[config.mk]
export PLATFORM = sky130hd
export DESIGN_NAME = pgs_top
export DESIGN_NICKNAME = d
export VERILOG_FILES = /design/src/pgs_pkg.sv /design/src/pgs_top.sv
export SDC_FILE = /design/constraint.sdc
export NUM_CORES = 1
export LEC_CHECK = 0
export BUFFER_PORTS_ARGS = -buffer_cell sky130_fd_sc_hd__buf_2
export CAP_MARGIN = 40
export CORE_MARGIN = 2
export CORE_UTILIZATION = 45
export DETAILED_ROUTE_END_ITERATION = 12
export PLACE_DENSITY_LB_ADDON = 0.15
export SYNTH_ARGS = -nofsm -noshare
export SYNTH_HDL_FRONTEND = slang
export SYNTH_SLANG_ARGS = --single-unit
[constraint.sdc]
create_clock -name clock -period 1.8 [get_ports clock]
set_input_delay 0.09 -clock clock [delete_from_list [all_inputs] [get_ports clock]]
set_output_delay 0.09 -clock clock [all_outputs]
set_load 0.05 [all_outputs]
[src/pgs_pkg.sv]
// Package for the upper port data latch, pin interrupt enable and serial pin port block.
// Assumes a 32-bit APB slave and a single 50 MHz clock; all offsets are byte addresses.
package pgs_pkg;
	// Register byte offsets
	localparam logic [7:0]  OFS_UPPER_LATCH   = 8'h00;
	localparam logic [7:0]  OFS_PIN_IRQ_EN    = 8'h04;
	localparam logic [7:0]  OFS_SERIAL_ONE    = 8'h08;
	localparam logic [7:0]  OFS_SERIAL_TWO    = 8'h0C;
	// Reset value of the pin interrupt enable register
	localparam logic [15:0] RST_PIN_IRQ_EN    = 16'h0000;
	// Reset value of the resettable serial port control bits
	localparam logic        RST_SP_CTRL_BIT   = 1'b0;
	// Serial pin port one field positions
	localparam int          SP1_EIO_BIT       = 7;
	localparam int          SP1_CLK_DIR_BIT   = 3;
	localparam int          SP1_CLK_DATA_BIT  = 2;
	localparam int          SP1_TX_DIR_BIT    = 1;
	localparam int          SP1_BRK_DATA_BIT  = 0;
	// Serial pin port two field positions
	localparam int          SP2_RTS_DIR_BIT   = 7;
	localparam int          SP2_RTS_DATA_BIT  = 6;
	localparam int          SP2_CTS_DIR_BIT   = 5;
	localparam int          SP2_CTS_DATA_BIT  = 4;
	localparam int          SP2_CLK_DIR_BIT   = 3;
	localparam int          SP2_CLK_DATA_BIT  = 2;
	localparam int          SP2_TX_DIR_BIT    = 1;
	localparam int          SP2_BRK_DATA_BIT  = 0;
	// Number of synchronised pin inputs
	localparam int          PIN_IN_W          = 38;

	// APB request from the master
	typedef struct packed {
		logic        psel;
		logic        penable;
		logic        pwrite;
		logic [7:0]  paddr;
		logic [31:0] pwdata;
		logic [3:0]  pstrb;
	} pgs_apb_req_t;

	// External pin levels entering the block
	typedef struct packed {
		logic [15:0] upper_pin;
		logic [15:0] lower_pin;
		logic        sck1_pin;
		logic        rxd1_pin;
		logic        rts2_pin;
		logic        cts2_pin;
		logic        sck2_pin;
		logic        rxd2_pin;
	} pgs_pin_in_t;
endpackage

[src/pgs_top.sv]
// Upper port data latch, lower port pin interrupt and serial pin port registers behind APB.
// Assumes direction control for the upper port comes from a neighbouring register on this clock,
// and that pin levels arrive asynchronously and are resolved to wires by the surroundings.
//
// Overview of operation
// - Upper latch drives pins set as output
// - Input bits read synchronised pin level
// - Output bits read back latched value
// - Upper latch is never reset
// - Enable register cleared only by power-on
// - Enabled low lower pin requests interrupt
// - Interrupt is OR of enabled pins
// - Enable bit selects pin interrupt source
// - Serial one clears all but bits 2,0
// - Serial port registers always accessible
// - Reserved bits six to four read zero
// - Bit seven gates serial receive interrupt
// - Clock direction bit drives clock data
// - Clock data bit reads clock pin
// - Transmit direction bit drives break data
// - Break data bit reads receive pin
// - Pin data bits: 0 low, 1 high
// - Second register drives request-to-send pin
// - Second register clears all but 6,4,2,0
`timescale 1ns/1ns
module pgs_top #(
	parameter int PORT_W = 16                       // Width of upper and lower ports
) (
	// Clock and resets
	input  wire logic                 clock,
	input  wire logic                 rst,          // Power-on reset
	input  wire logic                 manual_rst,   // Manual reset
	// APB slave
	input  wire pgs_pkg::pgs_apb_req_t apb_req,
	output logic                      pready,
	output logic [31:0]               prdata,
	output logic                      pslverr,
	// Pin inputs, asynchronous
	input  wire pgs_pkg::pgs_pin_in_t  pin_in,
	// Upper port direction from its control register
	input  wire logic [PORT_W-1:0]    upper_dir,
	// Upper port pin drive
	output logic [PORT_W-1:0]         upper_pin_out,
	output logic [PORT_W-1:0]         upper_pin_oe,
	// Lower port interrupt
	output logic [PORT_W-1:0]         lower_irq_mode,
	output logic                      pin_irq,
	// Serial interface one cooperation
	input  wire logic                 receive_irq_req,
	output logic                      receive_irq,
	output logic                      error_irq_only_select,
	// Serial interface one pins
	output logic                      sck1_out,
	output logic                      sck1_oe,
	output logic                      txd1_out,
	output logic                      txd1_oe,
	// Serial interface two pins
	output logic                      rts2_out,
	output logic                      rts2_oe,
	output logic                      cts2_out,
	output logic                      cts2_oe,
	output logic                      sck2_out,
	output logic                      sck2_oe,
	output logic                      txd2_out,
	output logic                      txd2_oe
);

	// Synchroniser stages and filtered pin levels
	logic [pgs_pkg::PIN_IN_W-1:0] sync_s1;        // First stage, read only by second
	logic [pgs_pkg::PIN_IN_W-1:0] sync_s2;        // Second stage
	logic [pgs_pkg::PIN_IN_W-1:0] sync_s3;        // Third stage
	logic [pgs_pkg::PIN_IN_W-1:0] pin_filt;       // Accepted pin levels
	pgs_pkg::pgs_pin_in_t         pin_lvl;        // Accepted levels as a struct

	// Register contents
	logic [PORT_W-1:0]            upper_port_data_latch;  // Not reset
	logic [PORT_W-1:0]            pin_interrupt_enable;   // Power-on reset only
	logic                         sp1_eio;                // Receive interrupt gate
	logic                         sp1_clk_dir;            // Clock pin direction
	logic                         sp1_clk_data;           // Clock pin data, not reset
	logic                         sp1_tx_dir;             // Transmit pin direction
	logic                         sp1_brk_data;           // Break data, not reset
	logic                         sp2_rts_dir;            // Request-to-send direction
	logic                         sp2_rts_data;           // Not reset
	logic                         sp2_cts_dir;            // Clear-to-send direction
	logic                         sp2_cts_data;           // Not reset
	logic                         sp2_clk_dir;            // Second clock direction
	logic                         sp2_clk_data;           // Not reset
	logic                         sp2_tx_dir;             // Second transmit direction
	logic                         sp2_brk_data;           // Not reset

	// Bus decode
	logic                         setup_phase;    // Setup cycle seen
	logic                         wr_fire;        // Write takes effect
	logic                         sel_upper;      // Address hits upper latch
	logic                         sel_irq_en;     // Address hits enable register
	logic                         sel_sp1;        // Address hits serial one
	logic                         sel_sp2;        // Address hits serial two
	logic [31:0]                  next_prdata;    // Read data for this address
	logic                         next_pslverr;   // Unmapped address flag
	logic [PORT_W-1:0]            upper_rd;       // Upper port read view
	logic [PORT_W-1:0]            lane_mask;      // Byte lanes for 16-bit registers
	logic [PORT_W-1:0]            next_upper;     // Upper latch after write

	// Three-stage pin synchroniser
	// First stage may go metastable; only the second reads it
	always_ff @(posedge clock) begin
		sync_s1 <= pin_in;
		sync_s2 <= sync_s1;
		sync_s3 <= sync_s2;
	end

	// Accept a level once second and third stages agree
	// A one-clock flicker on a pin is never accepted
	// Starts high, the idle level of a pulled-up pin
	generate
		for (genvar i = 0; i < pgs_pkg::PIN_IN_W; i++) begin : g_filt
			always_ff @(posedge clock) begin
				if (rst) begin
					pin_filt[i] <= 1'b1;
				end else if (sync_s2[i] == sync_s3[i]) begin
					pin_filt[i] <= sync_s3[i];
				end
			end
		end
	endgenerate

	// Struct view of accepted levels
	// Same bit order as the pin input struct
	assign pin_lvl = pin_filt;

	// Bus phase and address decode
	// Exact byte offsets only; anything else is refused
	assign setup_phase = apb_req.psel & ~apb_req.penable;
	assign wr_fire     = apb_req.psel & apb_req.penable & pready & apb_req.pwrite;
	assign sel_upper   = (apb_req.paddr == pgs_pkg::OFS_UPPER_LATCH);
	assign sel_irq_en  = (apb_req.paddr == pgs_pkg::OFS_PIN_IRQ_EN);
	assign sel_sp1     = (apb_req.paddr == pgs_pkg::OFS_SERIAL_ONE);
	assign sel_sp2     = (apb_req.paddr == pgs_pkg::OFS_SERIAL_TWO);
	assign lane_mask   = {{8{apb_req.pstrb[1]}}, {8{apb_req.pstrb[0]}}};

	// Upper port read view: inputs show pin, outputs show latch
	assign upper_rd = (upper_dir & upper_port_data_latch) | (~upper_dir & pin_lvl.upper_pin);

	// Upper latch value after a strobed write
	assign next_upper = (upper_port_data_latch & ~lane_mask) | (apb_req.pwdata[PORT_W-1:0] & lane_mask);

	// Read data and error for the addressed register
	// Pin bits show the accepted level at the setup edge
	always_comb begin
		next_prdata  = 32'h0000_0000;
		next_pslverr = 1'b0;
		if (sel_upper) begin
			next_prdata[PORT_W-1:0] = upper_rd;
		end else if (sel_irq_en) begin
			next_prdata[PORT_W-1:0] = pin_interrupt_enable;
		end else if (sel_sp1) begin
			// Reserved bits six to four stay zero
			next_prdata[pgs_pkg::SP1_EIO_BIT]      = sp1_eio;
			next_prdata[pgs_pkg::SP1_CLK_DIR_BIT]  = sp1_clk_dir;
			next_prdata[pgs_pkg::SP1_CLK_DATA_BIT] = pin_lvl.sck1_pin;
			next_prdata[pgs_pkg::SP1_TX_DIR_BIT]   = sp1_tx_dir;
			next_prdata[pgs_pkg::SP1_BRK_DATA_BIT] = pin_lvl.rxd1_pin;
		end else if (sel_sp2) begin
			// Data bits read their pin whatever the direction
			next_prdata[pgs_pkg::SP2_RTS_DIR_BIT]  = sp2_rts_dir;
			next_prdata[pgs_pkg::SP2_RTS_DATA_BIT] = pin_lvl.rts2_pin;
			next_prdata[pgs_pkg::SP2_CTS_DIR_BIT]  = sp2_cts_dir;
			next_prdata[pgs_pkg::SP2_CTS_DATA_BIT] = pin_lvl.cts2_pin;
			next_prdata[pgs_pkg::SP2_CLK_DIR_BIT]  = sp2_clk_dir;
			next_prdata[pgs_pkg::SP2_CLK_DATA_BIT] = pin_lvl.sck2_pin;
			next_prdata[pgs_pkg::SP2_TX_DIR_BIT]   = sp2_tx_dir;
			next_prdata[pgs_pkg::SP2_BRK_DATA_BIT] = pin_lvl.rxd2_pin;
		end else begin
			// Unmapped address
			next_pslverr = 1'b1;
		end
	end

	// Ready one cycle after setup, so every access has no wait state
	// Drops after one cycle, so a back-to-back setup is seen
	always_ff @(posedge clock) begin
		if (rst) begin
			pready <= 1'b0;
		end else begin
			pready <= setup_phase;
		end
	end

	// Capture read data and error during setup
	// Held until the next setup for a late sampler
	always_ff @(posedge clock) begin
		if (rst) begin
			prdata  <= 32'h0000_0000;
			pslverr <= 1'b0;
		end else if (setup_phase) begin
			prdata  <= apb_req.pwrite ? 32'h0000_0000 : next_prdata;
			pslverr <= next_pslverr;
		end
	end

	// Upper latch: written by software, untouched by any reset
	// Unknown until written; write it before making bits outputs
	always_ff @(posedge clock) begin
		if (wr_fire && sel_upper) begin
			upper_port_data_latch <= next_upper;
		end
	end

	// Pin interrupt enable: power-on reset only, kept over manual reset
	// Lower pin direction lives outside this block
	always_ff @(posedge clock) begin
		if (rst) begin
			pin_interrupt_enable <= pgs_pkg::RST_PIN_IRQ_EN;
		end else if (wr_fire && sel_irq_en) begin
			pin_interrupt_enable <= (pin_interrupt_enable & ~lane_mask) | (apb_req.pwdata[PORT_W-1:0] & lane_mask);
		end
	end

	// Serial one control bits, cleared by either reset
	// Bits six to four have no storage and read zero
	always_ff @(posedge clock) begin
		if (rst || manual_rst) begin
			sp1_eio     <= pgs_pkg::RST_SP_CTRL_BIT;
			sp1_clk_dir <= pgs_pkg::RST_SP_CTRL_BIT;
			sp1_tx_dir  <= pgs_pkg::RST_SP_CTRL_BIT;
		end else if (wr_fire && sel_sp1 && apb_req.pstrb[0]) begin
			sp1_eio     <= apb_req.pwdata[pgs_pkg::SP1_EIO_BIT];
			sp1_clk_dir <= apb_req.pwdata[pgs_pkg::SP1_CLK_DIR_BIT];
			sp1_tx_dir  <= apb_req.pwdata[pgs_pkg::SP1_TX_DIR_BIT];
		end
	end

	// Serial one data bits, left undefined by reset
	// Reads return the pins, so these matter only when driving
	always_ff @(posedge clock) begin
		if (wr_fire && sel_sp1 && apb_req.pstrb[0]) begin
			sp1_clk_data <= apb_req.pwdata[pgs_pkg::SP1_CLK_DATA_BIT];
			sp1_brk_data <= apb_req.pwdata[pgs_pkg::SP1_BRK_DATA_BIT];
		end
	end

	// Serial two direction bits, cleared by either reset
	// Only byte lane zero carries these fields
	always_ff @(posedge clock) begin
		if (rst || manual_rst) begin
			sp2_rts_dir <= pgs_pkg::RST_SP_CTRL_BIT;
			sp2_cts_dir <= pgs_pkg::RST_SP_CTRL_BIT;
			sp2_clk_dir <= pgs_pkg::RST_SP_CTRL_BIT;
			sp2_tx_dir  <= pgs_pkg::RST_SP_CTRL_BIT;
		end else if (wr_fire && sel_sp2 && apb_req.pstrb[0]) begin
			sp2_rts_dir <= apb_req.pwdata[pgs_pkg::SP2_RTS_DIR_BIT];
			sp2_cts_dir <= apb_req.pwdata[pgs_pkg::SP2_CTS_DIR_BIT];
			sp2_clk_dir <= apb_req.pwdata[pgs_pkg::SP2_CLK_DIR_BIT];
			sp2_tx_dir  <= apb_req.pwdata[pgs_pkg::SP2_TX_DIR_BIT];
		end
	end

	// Serial two data bits, left undefined by reset
	always_ff @(posedge clock) begin
		if (wr_fire && sel_sp2 && apb_req.pstrb[0]) begin
			sp2_rts_data <= apb_req.pwdata[pgs_pkg::SP2_RTS_DATA_BIT];
			sp2_cts_data <= apb_req.pwdata[pgs_pkg::SP2_CTS_DATA_BIT];
			sp2_clk_data <= apb_req.pwdata[pgs_pkg::SP2_CLK_DATA_BIT];
			sp2_brk_data <= apb_req.pwdata[pgs_pkg::SP2_BRK_DATA_BIT];
		end
	end

	// Upper port pin drive, latch value where the bit is an output
	// Enable trails the direction input by one clock
	always_ff @(posedge clock) begin
		if (rst) begin
			upper_pin_oe <= '0;
		end else begin
			upper_pin_oe <= upper_dir;
		end
	end

	// Pin value follows the latch; undefined until first written
	// Seen on the pin only where the enable is high
	always_ff @(posedge clock) begin
		upper_pin_out <= upper_port_data_latch;
	end

	// Per-pin interrupt source select for the lower port
	always_ff @(posedge clock) begin
		if (rst) begin
			lower_irq_mode <= '0;
		end else begin
			lower_irq_mode <= pin_interrupt_enable;
		end
	end

	// Active-low level interrupt, OR over enabled pins
	// No source flag is kept; software reads the lower port
	// About five clocks from pin change to request
	always_ff @(posedge clock) begin
		if (rst) begin
			pin_irq <= 1'b0;
		end else begin
			pin_irq <= |(pin_interrupt_enable & ~pin_lvl.lower_pin);
		end
	end

	// Receive interrupt passes only while error-only select is clear
	// Request comes from this clock, so it needs no filter
	always_ff @(posedge clock) begin
		if (rst) begin
			receive_irq           <= 1'b0;
			error_irq_only_select <= 1'b0;
		end else begin
			receive_irq           <= receive_irq_req & ~sp1_eio;
			error_irq_only_select <= sp1_eio;
		end
	end

	// Serial one pin enables
	// A cleared direction bit releases the pin
	always_ff @(posedge clock) begin
		if (rst) begin
			sck1_oe <= 1'b0;
			txd1_oe <= 1'b0;
		end else begin
			sck1_oe <= sp1_clk_dir;
			txd1_oe <= sp1_tx_dir;
		end
	end

	// Serial one pin values, high level for a one
	// Valid only while the matching enable is high
	always_ff @(posedge clock) begin
		if (rst) begin
			sck1_out <= 1'b0;
			txd1_out <= 1'b0;
		end else begin
			sck1_out <= sp1_clk_data;
			txd1_out <= sp1_brk_data;
		end
	end

	// Serial two pin enables
	// Cleared by either reset, as the direction bits are
	always_ff @(posedge clock) begin
		if (rst) begin
			rts2_oe <= 1'b0;
			cts2_oe <= 1'b0;
			sck2_oe <= 1'b0;
			txd2_oe <= 1'b0;
		end else begin
			rts2_oe <= sp2_rts_dir;
			cts2_oe <= sp2_cts_dir;
			sck2_oe <= sp2_clk_dir;
			txd2_oe <= sp2_tx_dir;
		end
	end

	// Serial two pin values
	// One drives a high level, zero a low level
	always_ff @(posedge clock) begin
		if (rst) begin
			rts2_out <= 1'b0;
			cts2_out <= 1'b0;
			sck2_out <= 1'b0;
			txd2_out <= 1'b0;
		end else begin
			rts2_out <= sp2_rts_data;
			cts2_out <= sp2_cts_data;
			sck2_out <= sp2_clk_data;
			txd2_out <= sp2_brk_data;
		end
	end

endmodule

==> flow_summary.ini, run 1 <==
[floorplan]
num_rows = 49
core_area_um2 = 17900
dieHeight_um = 139
die_area_um2 = 19300
start_util_pct = 45.6
die_w_um = 139
io-pin-count = 202

[global_route]
grt_usage_pct = 18.1
antenna_found_initial = 3
grt_overflow = 0
grt_pass1_wl_mm = 28.3
grt_max_degree = 46
grt_pass1_vias = 5469

[finish]
layout_commonest_cell = dfxtp_1
final_cell_mix = 256 x dfxtp_1, 166 x buf_2, 76 x dlygate4sd3_1
syn2layout_area_growth_pct = 33.2
finalNonFillerCells = 1198
finalNetCount = 1052
fillers = 1465
fin_util_pct = 60.8
post_route_cells_drive_above_1_share_pct = 23.9

[yosys]
synthArstFlopShare_pct = 0
synth_area_um2 = 8170
netlist.area_leader.share_pct = 62.7
syn_inst = 688
synth-edff-count = 22
syn_avg_cell_area_um2 = 11.9
synth_cell_types = 36
yosysTopAreaCell = dfxtp_1
ys_ff_latch = 278
synth-warning-count = 0
yosys-top-cells-area = dfxtp_1 63%, edfxtp_1 8.1%, o21bai_1 3.5%
seq_area_frac_synth_pct = 70.8
synth-main-ff-cell = dfxtp_1

[setup_path]
crit-reg2reg-launch = pready
arrival_ns = 2.03
crit_cells = 4
rrSetupSlack_ns = 0.21
critPathLaunchType = register
slowest_stage = or2_0
required_ns = 2.24
path_class = register to register
startpoint = pready
cpLargestDelayFamily = simple AND/OR/NAND/NOR gates
max_stage_delay_ns = 0.44
r2r_cells = 4
crit_chain = and4_1 -> nand2_1 -> or2_0 -> o21ai_1
crit_buf_inv = 0
critPathCaptureType = register
critPathMaxFanout = 9

[clocking]
post-cts-setup-buffers = 0
ctsHoldBuffers = 76
htree_levels = 1
cts.clk_slew.worst_paths_ns = 0.06
cts_tree = yes
clock_sinks = 278
clk_path_buf_depth = 3
numCtsBuffers = 26
clock_latency_ns = 0.52
cts-root-buf = clkbuf_16
ctsResizeCount = 0

[power]
power_frac_clock_pct = 43.1
ir_drop_mv = 1.01
comb_power_share_pct = 5.7
leakage_nw = 4.78
switching_share_pct = 21.5
p_per_area_nw_per_um2 = 1180
power_switching_w = 0.00275
p_int_w = 0.0101
sequentialPowerShare_pct = 51.2
power_w = 0.0128

[placed_design]
dpl.hpwl_mm = 12.4
routabilityCongestion = 0.820
dp_slack_ns = 0.188
numPortBuffers = 167
dpl.cell_count = 1072

[route]
ant_nets = 0
finalWirelength_mm = 17.8
drc = 0
dr_total_vias = 5545
wire_per_inst_um = 14.8
drt_first_pass_iters = 4
viasPerCell = 4.63
drt-initial-drc-count = 256

[sta]
relSlewSlack_pct = 55.2
post-route-min-period_ns = 1.59
setup_viol = 0
skew_ns = 0.00970
hold_viol_final = 0
period_share_pct = 88.6
rsz0062_at_grt = no
drv_slew = 0
setup_tns_ns = 0
clock.fmax_mhz = 627
setup_slack_ns = 0.206
tightest_slew_ns = 0.670

[flow_run]
cap_viol_max_count = 0

[run_status]
status = completed

[worst_hold_path]
hp-class = primary input to register
hold_depth = 3
[cell usage after synthesis, types with 8 or more instances]
library cell and count:
a21oi_1 54, a32o_1 8, buf_4 18, clkbuf_1 17, dfxtp_1 256, edfxtp_1 22, inv_1 13, mux2i_1 28
nand2_1 33, nand2b_1 21, nor2_1 69, nor2b_1 37, o21ai_0 8, o21ai_1 32, o21bai_1 38
[cell families (layout without fill, tap and decap cells)]
family,Yosys count,count (layout),share of synthesized area (%)
DFF,278,278,70.8
and+or+nand+nor,179,179,11.3
AOI/OAI and AO/OA,149,149,11.0
buffers and inverters,53,317,3.42
muxes,28,28,3.43
other,1,18,0.0459
[through the flow]
stage	hold WS (ns)	instance area [µm²]
2_1_floorplan	0.118	8230
3_3_place_gp	0.192	9210
3_5_place_dp	0.194	9220
4_1_cts	0.0153	10900
5_1_grt	0.0443	10900
6_report	0.0370	10900
[final cells by class]
type	instances	area, µm²	share of cell area (%)
well taps	229	287	2.63
flip-flops and latches	278	5790	53.2
clock inverters	13	129	1.18
inverters	13	48.8	0.448
clock buffers	35	767	7.05
repair buffers	256	1700	15.6
diodes	2	5.00	0.0460
multi-input cells	372	2160	19.9
[per-layer routing]
layer  share of wire, %  vias up  track usage, %
li1                   -     2814               -
met2                 46      157            29.4
met5              0.090        -               0
met1                 46     2540            24.1
met3                5.9       32            4.49
met4                1.9        2            5.79
[worst min-delay path: cells and delay by family]
family / cells / cell delay, ns
buffers and inverters: 1 / 0.12
AND/OR/NAND/NOR: 2 / 0.16
[worst min path at each step]
stage,endpoint,slack (ns),startpoint
floorplan,sync_s1[0],0.12,pin_in[0]
global placement,sync_s1[1],0.19,pin_in[1]
CTS,sp1_clk_data,0.02,apb_req[0]
finish,sp1_clk_data,0.04,apb_req[0]
detailed placement,sync_s1[19],0.19,pin_in[19]
global route,sp1_clk_data,0.04,apb_req[0]
[power by group through the flow]
stage	clock network [W]	logic [W]	registers, W
6_report	0.00553	0.000728	0.00656
5_1_grt	0.00593	0.000786	0.00658
4_1_cts	0.00565	0.000729	0.00656
3_5_place_dp	0	0.000598	0.00669
3_3_place_gp	0	0.000583	0.00668
2_1_floorplan	0	0.000323	0.00676
Power figures use the tool's default switching activity.
==> run 2, diff against run 1 <==
clock period = 1.9 ns   (was 1.8 ns; I/O delays follow)
==> flow_summary.ini, run 2 (synthesized netlist as in run 1, its figures left out) <==
[floorplan]
start_util_pct = 45.6
die_area_um2 = 19300
num_rows = 49
io-pin-count = 202
core_area_um2 = 17900
die_w_um = 139
dieHeight_um = 139

[sta]
relSlewSlack_pct = 52.4
post-route-min-period_ns = 1.62
rsz0062_at_grt = no
setup_viol = 0
tightest_slew_ns = 0.711
skew_ns = 0.00870
setup_tns_ns = 0
drv_slew = 0
hold_viol_final = 0
period_share_pct = 85.5
setup_slack_ns = 0.276
clock.fmax_mhz = 616

[finish]
post_route_cells_drive_above_1_share_pct = 23.9
final_cell_area_um2 = 10900
fillers = 1482
seqCellArea_um2 = 5790
syn2layout_area_growth_pct = 33.6
finalNetCount = 1051
final_cell_mix = 256 x dfxtp_1, 166 x buf_2, 76 x dlygate4sd3_1
multi_input_area_um2 = 2160
finalNonFillerCells = 1196
layout_commonest_cell = dfxtp_1

[setup_path]
crit-reg2reg-launch = pready
crit_cells = 4
arrival_ns = 2.07
max_stage_delay_ns = 0.44
critPathCaptureType = register
critPathLaunchType = register
path_class = register to register
required_ns = 2.35
r2r_cells = 4
crit_chain = and4_1 -> nand2_1 -> or2_0 -> o21ai_1
crit_buf_inv = 0
startpoint = pready
slowest_stage = or2_0
critPathMaxFanout = 9
cpLargestDelayFamily = simple AND/OR/NAND/NOR gates

[clocking]
post-cts-setup-buffers = 0
cts-root-buf = clkbuf_16
clk_path_buf_depth = 3
htree_levels = 1
cts.clk_slew.worst_paths_ns = 0.06
clock_sinks = 278
cts_tree = yes
numCtsBuffers = 27
ctsResizeCount = 0
clock_latency_ns = 0.52

[worst_hold_path]
hold_depth = 3
hp-class = primary input to register
min-delay-start = apb_req[0]

[flow_run]
cap_viol_max_count = 0

[global_route]
grt_overflow = 0
antenna_found_initial = 3
grt_max_degree = 56
grt_pass1_vias = 5500
grt_pass1_wl_mm = 27.8
grt_usage_pct = 17.7

[route]
wire_per_inst_um = 14.6
ant_nets = 0
finalWirelength_mm = 17.5
viasPerCell = 4.66
drt-initial-drc-count = 303
drc = 0
drt_first_pass_iters = 4
dr_total_vias = 5568

[placed_design]
numPortBuffers = 167
dpl.cell_count = 1070
routabilityCongestion = 0.819
dp_slack_ns = 0.314
placed_cell_area_um2 = 9210
dpl.hpwl_mm = 12.2

[power]
p_per_area_nw_per_um2 = 1130
power_w = 0.0124
leakage_nw = 4.80
ir_drop_mv = 0.875

[run_status]
status = completed
[run 2: changes by cell type in the layout (fill, tap and decap cells not counted), sizes merged]
cell / previous run / this run
clkinv: 10 / 7
buf: 180 / 178
inv: 13 / 15
bufinv: 2 / 3
clkbuf: 35 / 36
diode: 2 / 1
[run 2: per-layer routing]
metal	wire length (µm)	vias up	global-route usage [%]
met5	28	-	0
met2	8110	151	29.5
li1	-	2820	-
met3	1060	34	4.18
met1	7970	2559	23.5
met4	336	4	4.73
[run 2: power breakdown]
group | internal, W | switching (W) | leakage, nW
Clock | 0.00333 | 0.00214 | 0.470
Combinational | 0.000302 | 0.000386 | 2.00
Sequential | 0.00611 | 0.0000979 | 2.33
Total | 0.00975 | 0.00263 | 4.80
[run 2: final timing paths]
| path | to | slack (ns) |
|---|---|---|
| worst min-delay path | sp1_clk_data | 0.03 |
| worst max-delay path | register | 0.28 |
| worst max register to register | register | 0.28 |
| worst min register to register | sync_s2[3] | 0.32 |
[run 2: metrics by stage]
step	hold WS [ns]	util [%]
final	0.0295	61.0
after global placement	0.198	51.4
after CTS	0.0111	60.9
after detailed placement	0.199	51.4
after global routing	0.0270	60.9
after floorplan	0.123	-
[run 2: final cells by class]
cell class	instances	area share (%)
well taps	229	2.63
inverters	13	0.447
clock buffers	36	7.25
repair buffers	254	15.4
diodes	1	0.0229
flip-flops and latches	278	53.0
multi-input cells	372	19.8
clock inverters	13	1.39
[run 2: worst reg2reg max path: cells and delay by family, from the launching register on]
kind	cells	cell delay, ns
DFF	1	0.32
and+or+nand+nor	3	1.01
AOI/OAI and AO/OA	1	0.21
[run 2: repair_timing]
item	4_1_cts	5_1_grt
endpoints found under the hold margin	122	0
endpoints found under the setup margin	0	0
hold buffers	76	0
==> run 3, diff against run 2 <==
CORE_MARGIN = unset   (was 2)
==> flow_summary.ini, run 3 (synthesized netlist as in run 1, its figures left out) <==
[sta]
setup_slack_ns = 0.338
clock.fmax_mhz = 640
hold_viol_final = 0
rsz0062_at_grt = no
setup_tns_ns = 0
relSlewSlack_pct = 53.9
skew_ns = 0.0104
drv_slew = 0
tightest_slew_ns = 0.689
setup_viol = 0
period_share_pct = 82.2
hold_slack_ns = 0.0135
post-route-min-period_ns = 1.56

[finish]
syn2layout_area_growth_pct = 34.0
final_cell_mix = 256 x dfxtp_1, 167 x buf_2, 74 x dlygate4sd3_1
post_route_cells_drive_above_1_share_pct = 23.9
layout_commonest_cell = dfxtp_1
fillers = 1384
finalNetCount = 1050

[setup_path]
crit_chain = and4_1 -> nand2_1 -> or2_0 -> o21ai_1
critPathLaunchType = register
max_stage_delay_ns = 0.43
crit_buf_inv = 0
critPathMaxFanout = 9
slowest_stage = or2_0
arrival_ns = 2.01
cpLargestDelayFamily = simple AND/OR/NAND/NOR gates
critPathCaptureType = register
path_class = register to register
required_ns = 2.35

[floorplan]
start_util_pct = 46.6
die_area_um2 = 18700
num_rows = 48
dieHeight_um = 137
core_area_um2 = 17500
die_w_um = 137
io-pin-count = 202

[power]
p_int_w = 0.00995
leakage_nw = 4.81
power_switching_w = 0.00264
power_frac_clock_pct = 45.2
p_per_area_nw_per_um2 = 1150
switching_share_pct = 21.0
ir_drop_mv = 0.945
comb_power_share_pct = 5.4
sequentialPowerShare_pct = 49.4

[route]
drt-initial-drc-count = 217
finalWirelength_mm = 17.4
drc = 0
wire_per_inst_um = 14.6
ant_nets = 0
drt_first_pass_iters = 5
dr_total_vias = 5552
viasPerCell = 4.66

[global_route]
grt_usage_pct = 18.8
antenna_found_initial = 1
grt_overflow = 0
grt_pass1_wl_mm = 27.2
grt_pass1_vias = 5457
grt_max_degree = 85

[clocking]
htree_levels = 1
clock_sinks = 278
clk_path_buf_depth = 3
cts.clk_slew.worst_paths_ns = 0.06
clock_latency_ns = 0.52
numCtsBuffers = 28
cts-root-buf = clkbuf_16
cts_tree = yes

[placed_design]
routabilityCongestion = 0.791
dpl.hpwl_mm = 11.9
dp_slack_ns = 0.274
numPortBuffers = 167

[run_status]
status = completed

[flow_run]
cap_viol_max_count = 0

[worst_hold_path]
hp-class = primary input to register
## run 3: per-layer routing
| layer | GRT usage, % | routed length (µm) | vias up |
|---|---|---|---|
| li1 | - | - | 2805 |
| met1 | 24.6 | 8090 | 2544 |
| met2 | 30.7 | 7860 | 170 |
| met3 | 3.74 | 1030 | 33 |
| met4 | 6.85 | 462 | 0 |
| met5 | 0 | 0 | - |
## run 3: final cells by class
class | instances | area (µm²) | share of cell area (%)
Inverter | 13 | 48.8 | 0.446
Multi-Input combinational cell | 372 | 2160 | 19.8
Clock buffer | 39 | 856 | 7.82
Timing Repair Buffer | 252 | 1680 | 15.3
Tap cell | 225 | 282 | 2.57
Sequential cell | 278 | 5790 | 52.9
Clock inverter | 11 | 135 | 1.23
Antenna cell | 1 | 2.50 | 0.0229
## run 3: tightest hold or removal path: stages
cell,delay (ns)
buf_2,0.11
nor2b_1,0.14
nor2_1,0.08
a311oi_1,0.05
## run 3: final timing paths
check	startpoint	end	slack (ns)	cells after the start
hold reg to reg	sync_s1[27]	sync_s2[27]	0.32	0
setup / recovery	pready	register	0.34	4
hold / removal	apb_req[46]	pslverr	0.01	4
setup reg to reg	pready	register	0.34	4
## run 3: stage by stage
stage	instances	cell area, µm²	total power [W]	util [%]
finish	1191	10900	0.0126	62.4
global route	1191	10900	0.0130	62.4
CTS	1190	10900	0.0127	62.4
detailed placement	1066	9210	0.00691	52.5
global placement	1065	9200	0.00688	52.5
floorplan	703	8230	0.00671	-
## run 3: power by group through the flow
stage / clock network [W] / registers, W / logic [W]
global placement: 0 / 0.00633 / 0.000553
finish: 0.00569 / 0.00621 / 0.000685
CTS: 0.00580 / 0.00621 / 0.000687
floorplan: 0 / 0.00640 / 0.000306
detailed placement: 0 / 0.00634 / 0.000568
global route: 0.00605 / 0.00623 / 0.000744
## run 3: what timing repair did
item                      in CTS  in global routing
hold endpoints to repair     106                  0
hold buffers                  74                  0
gates resized for setup        0                  0
setup buffers                  0                  0
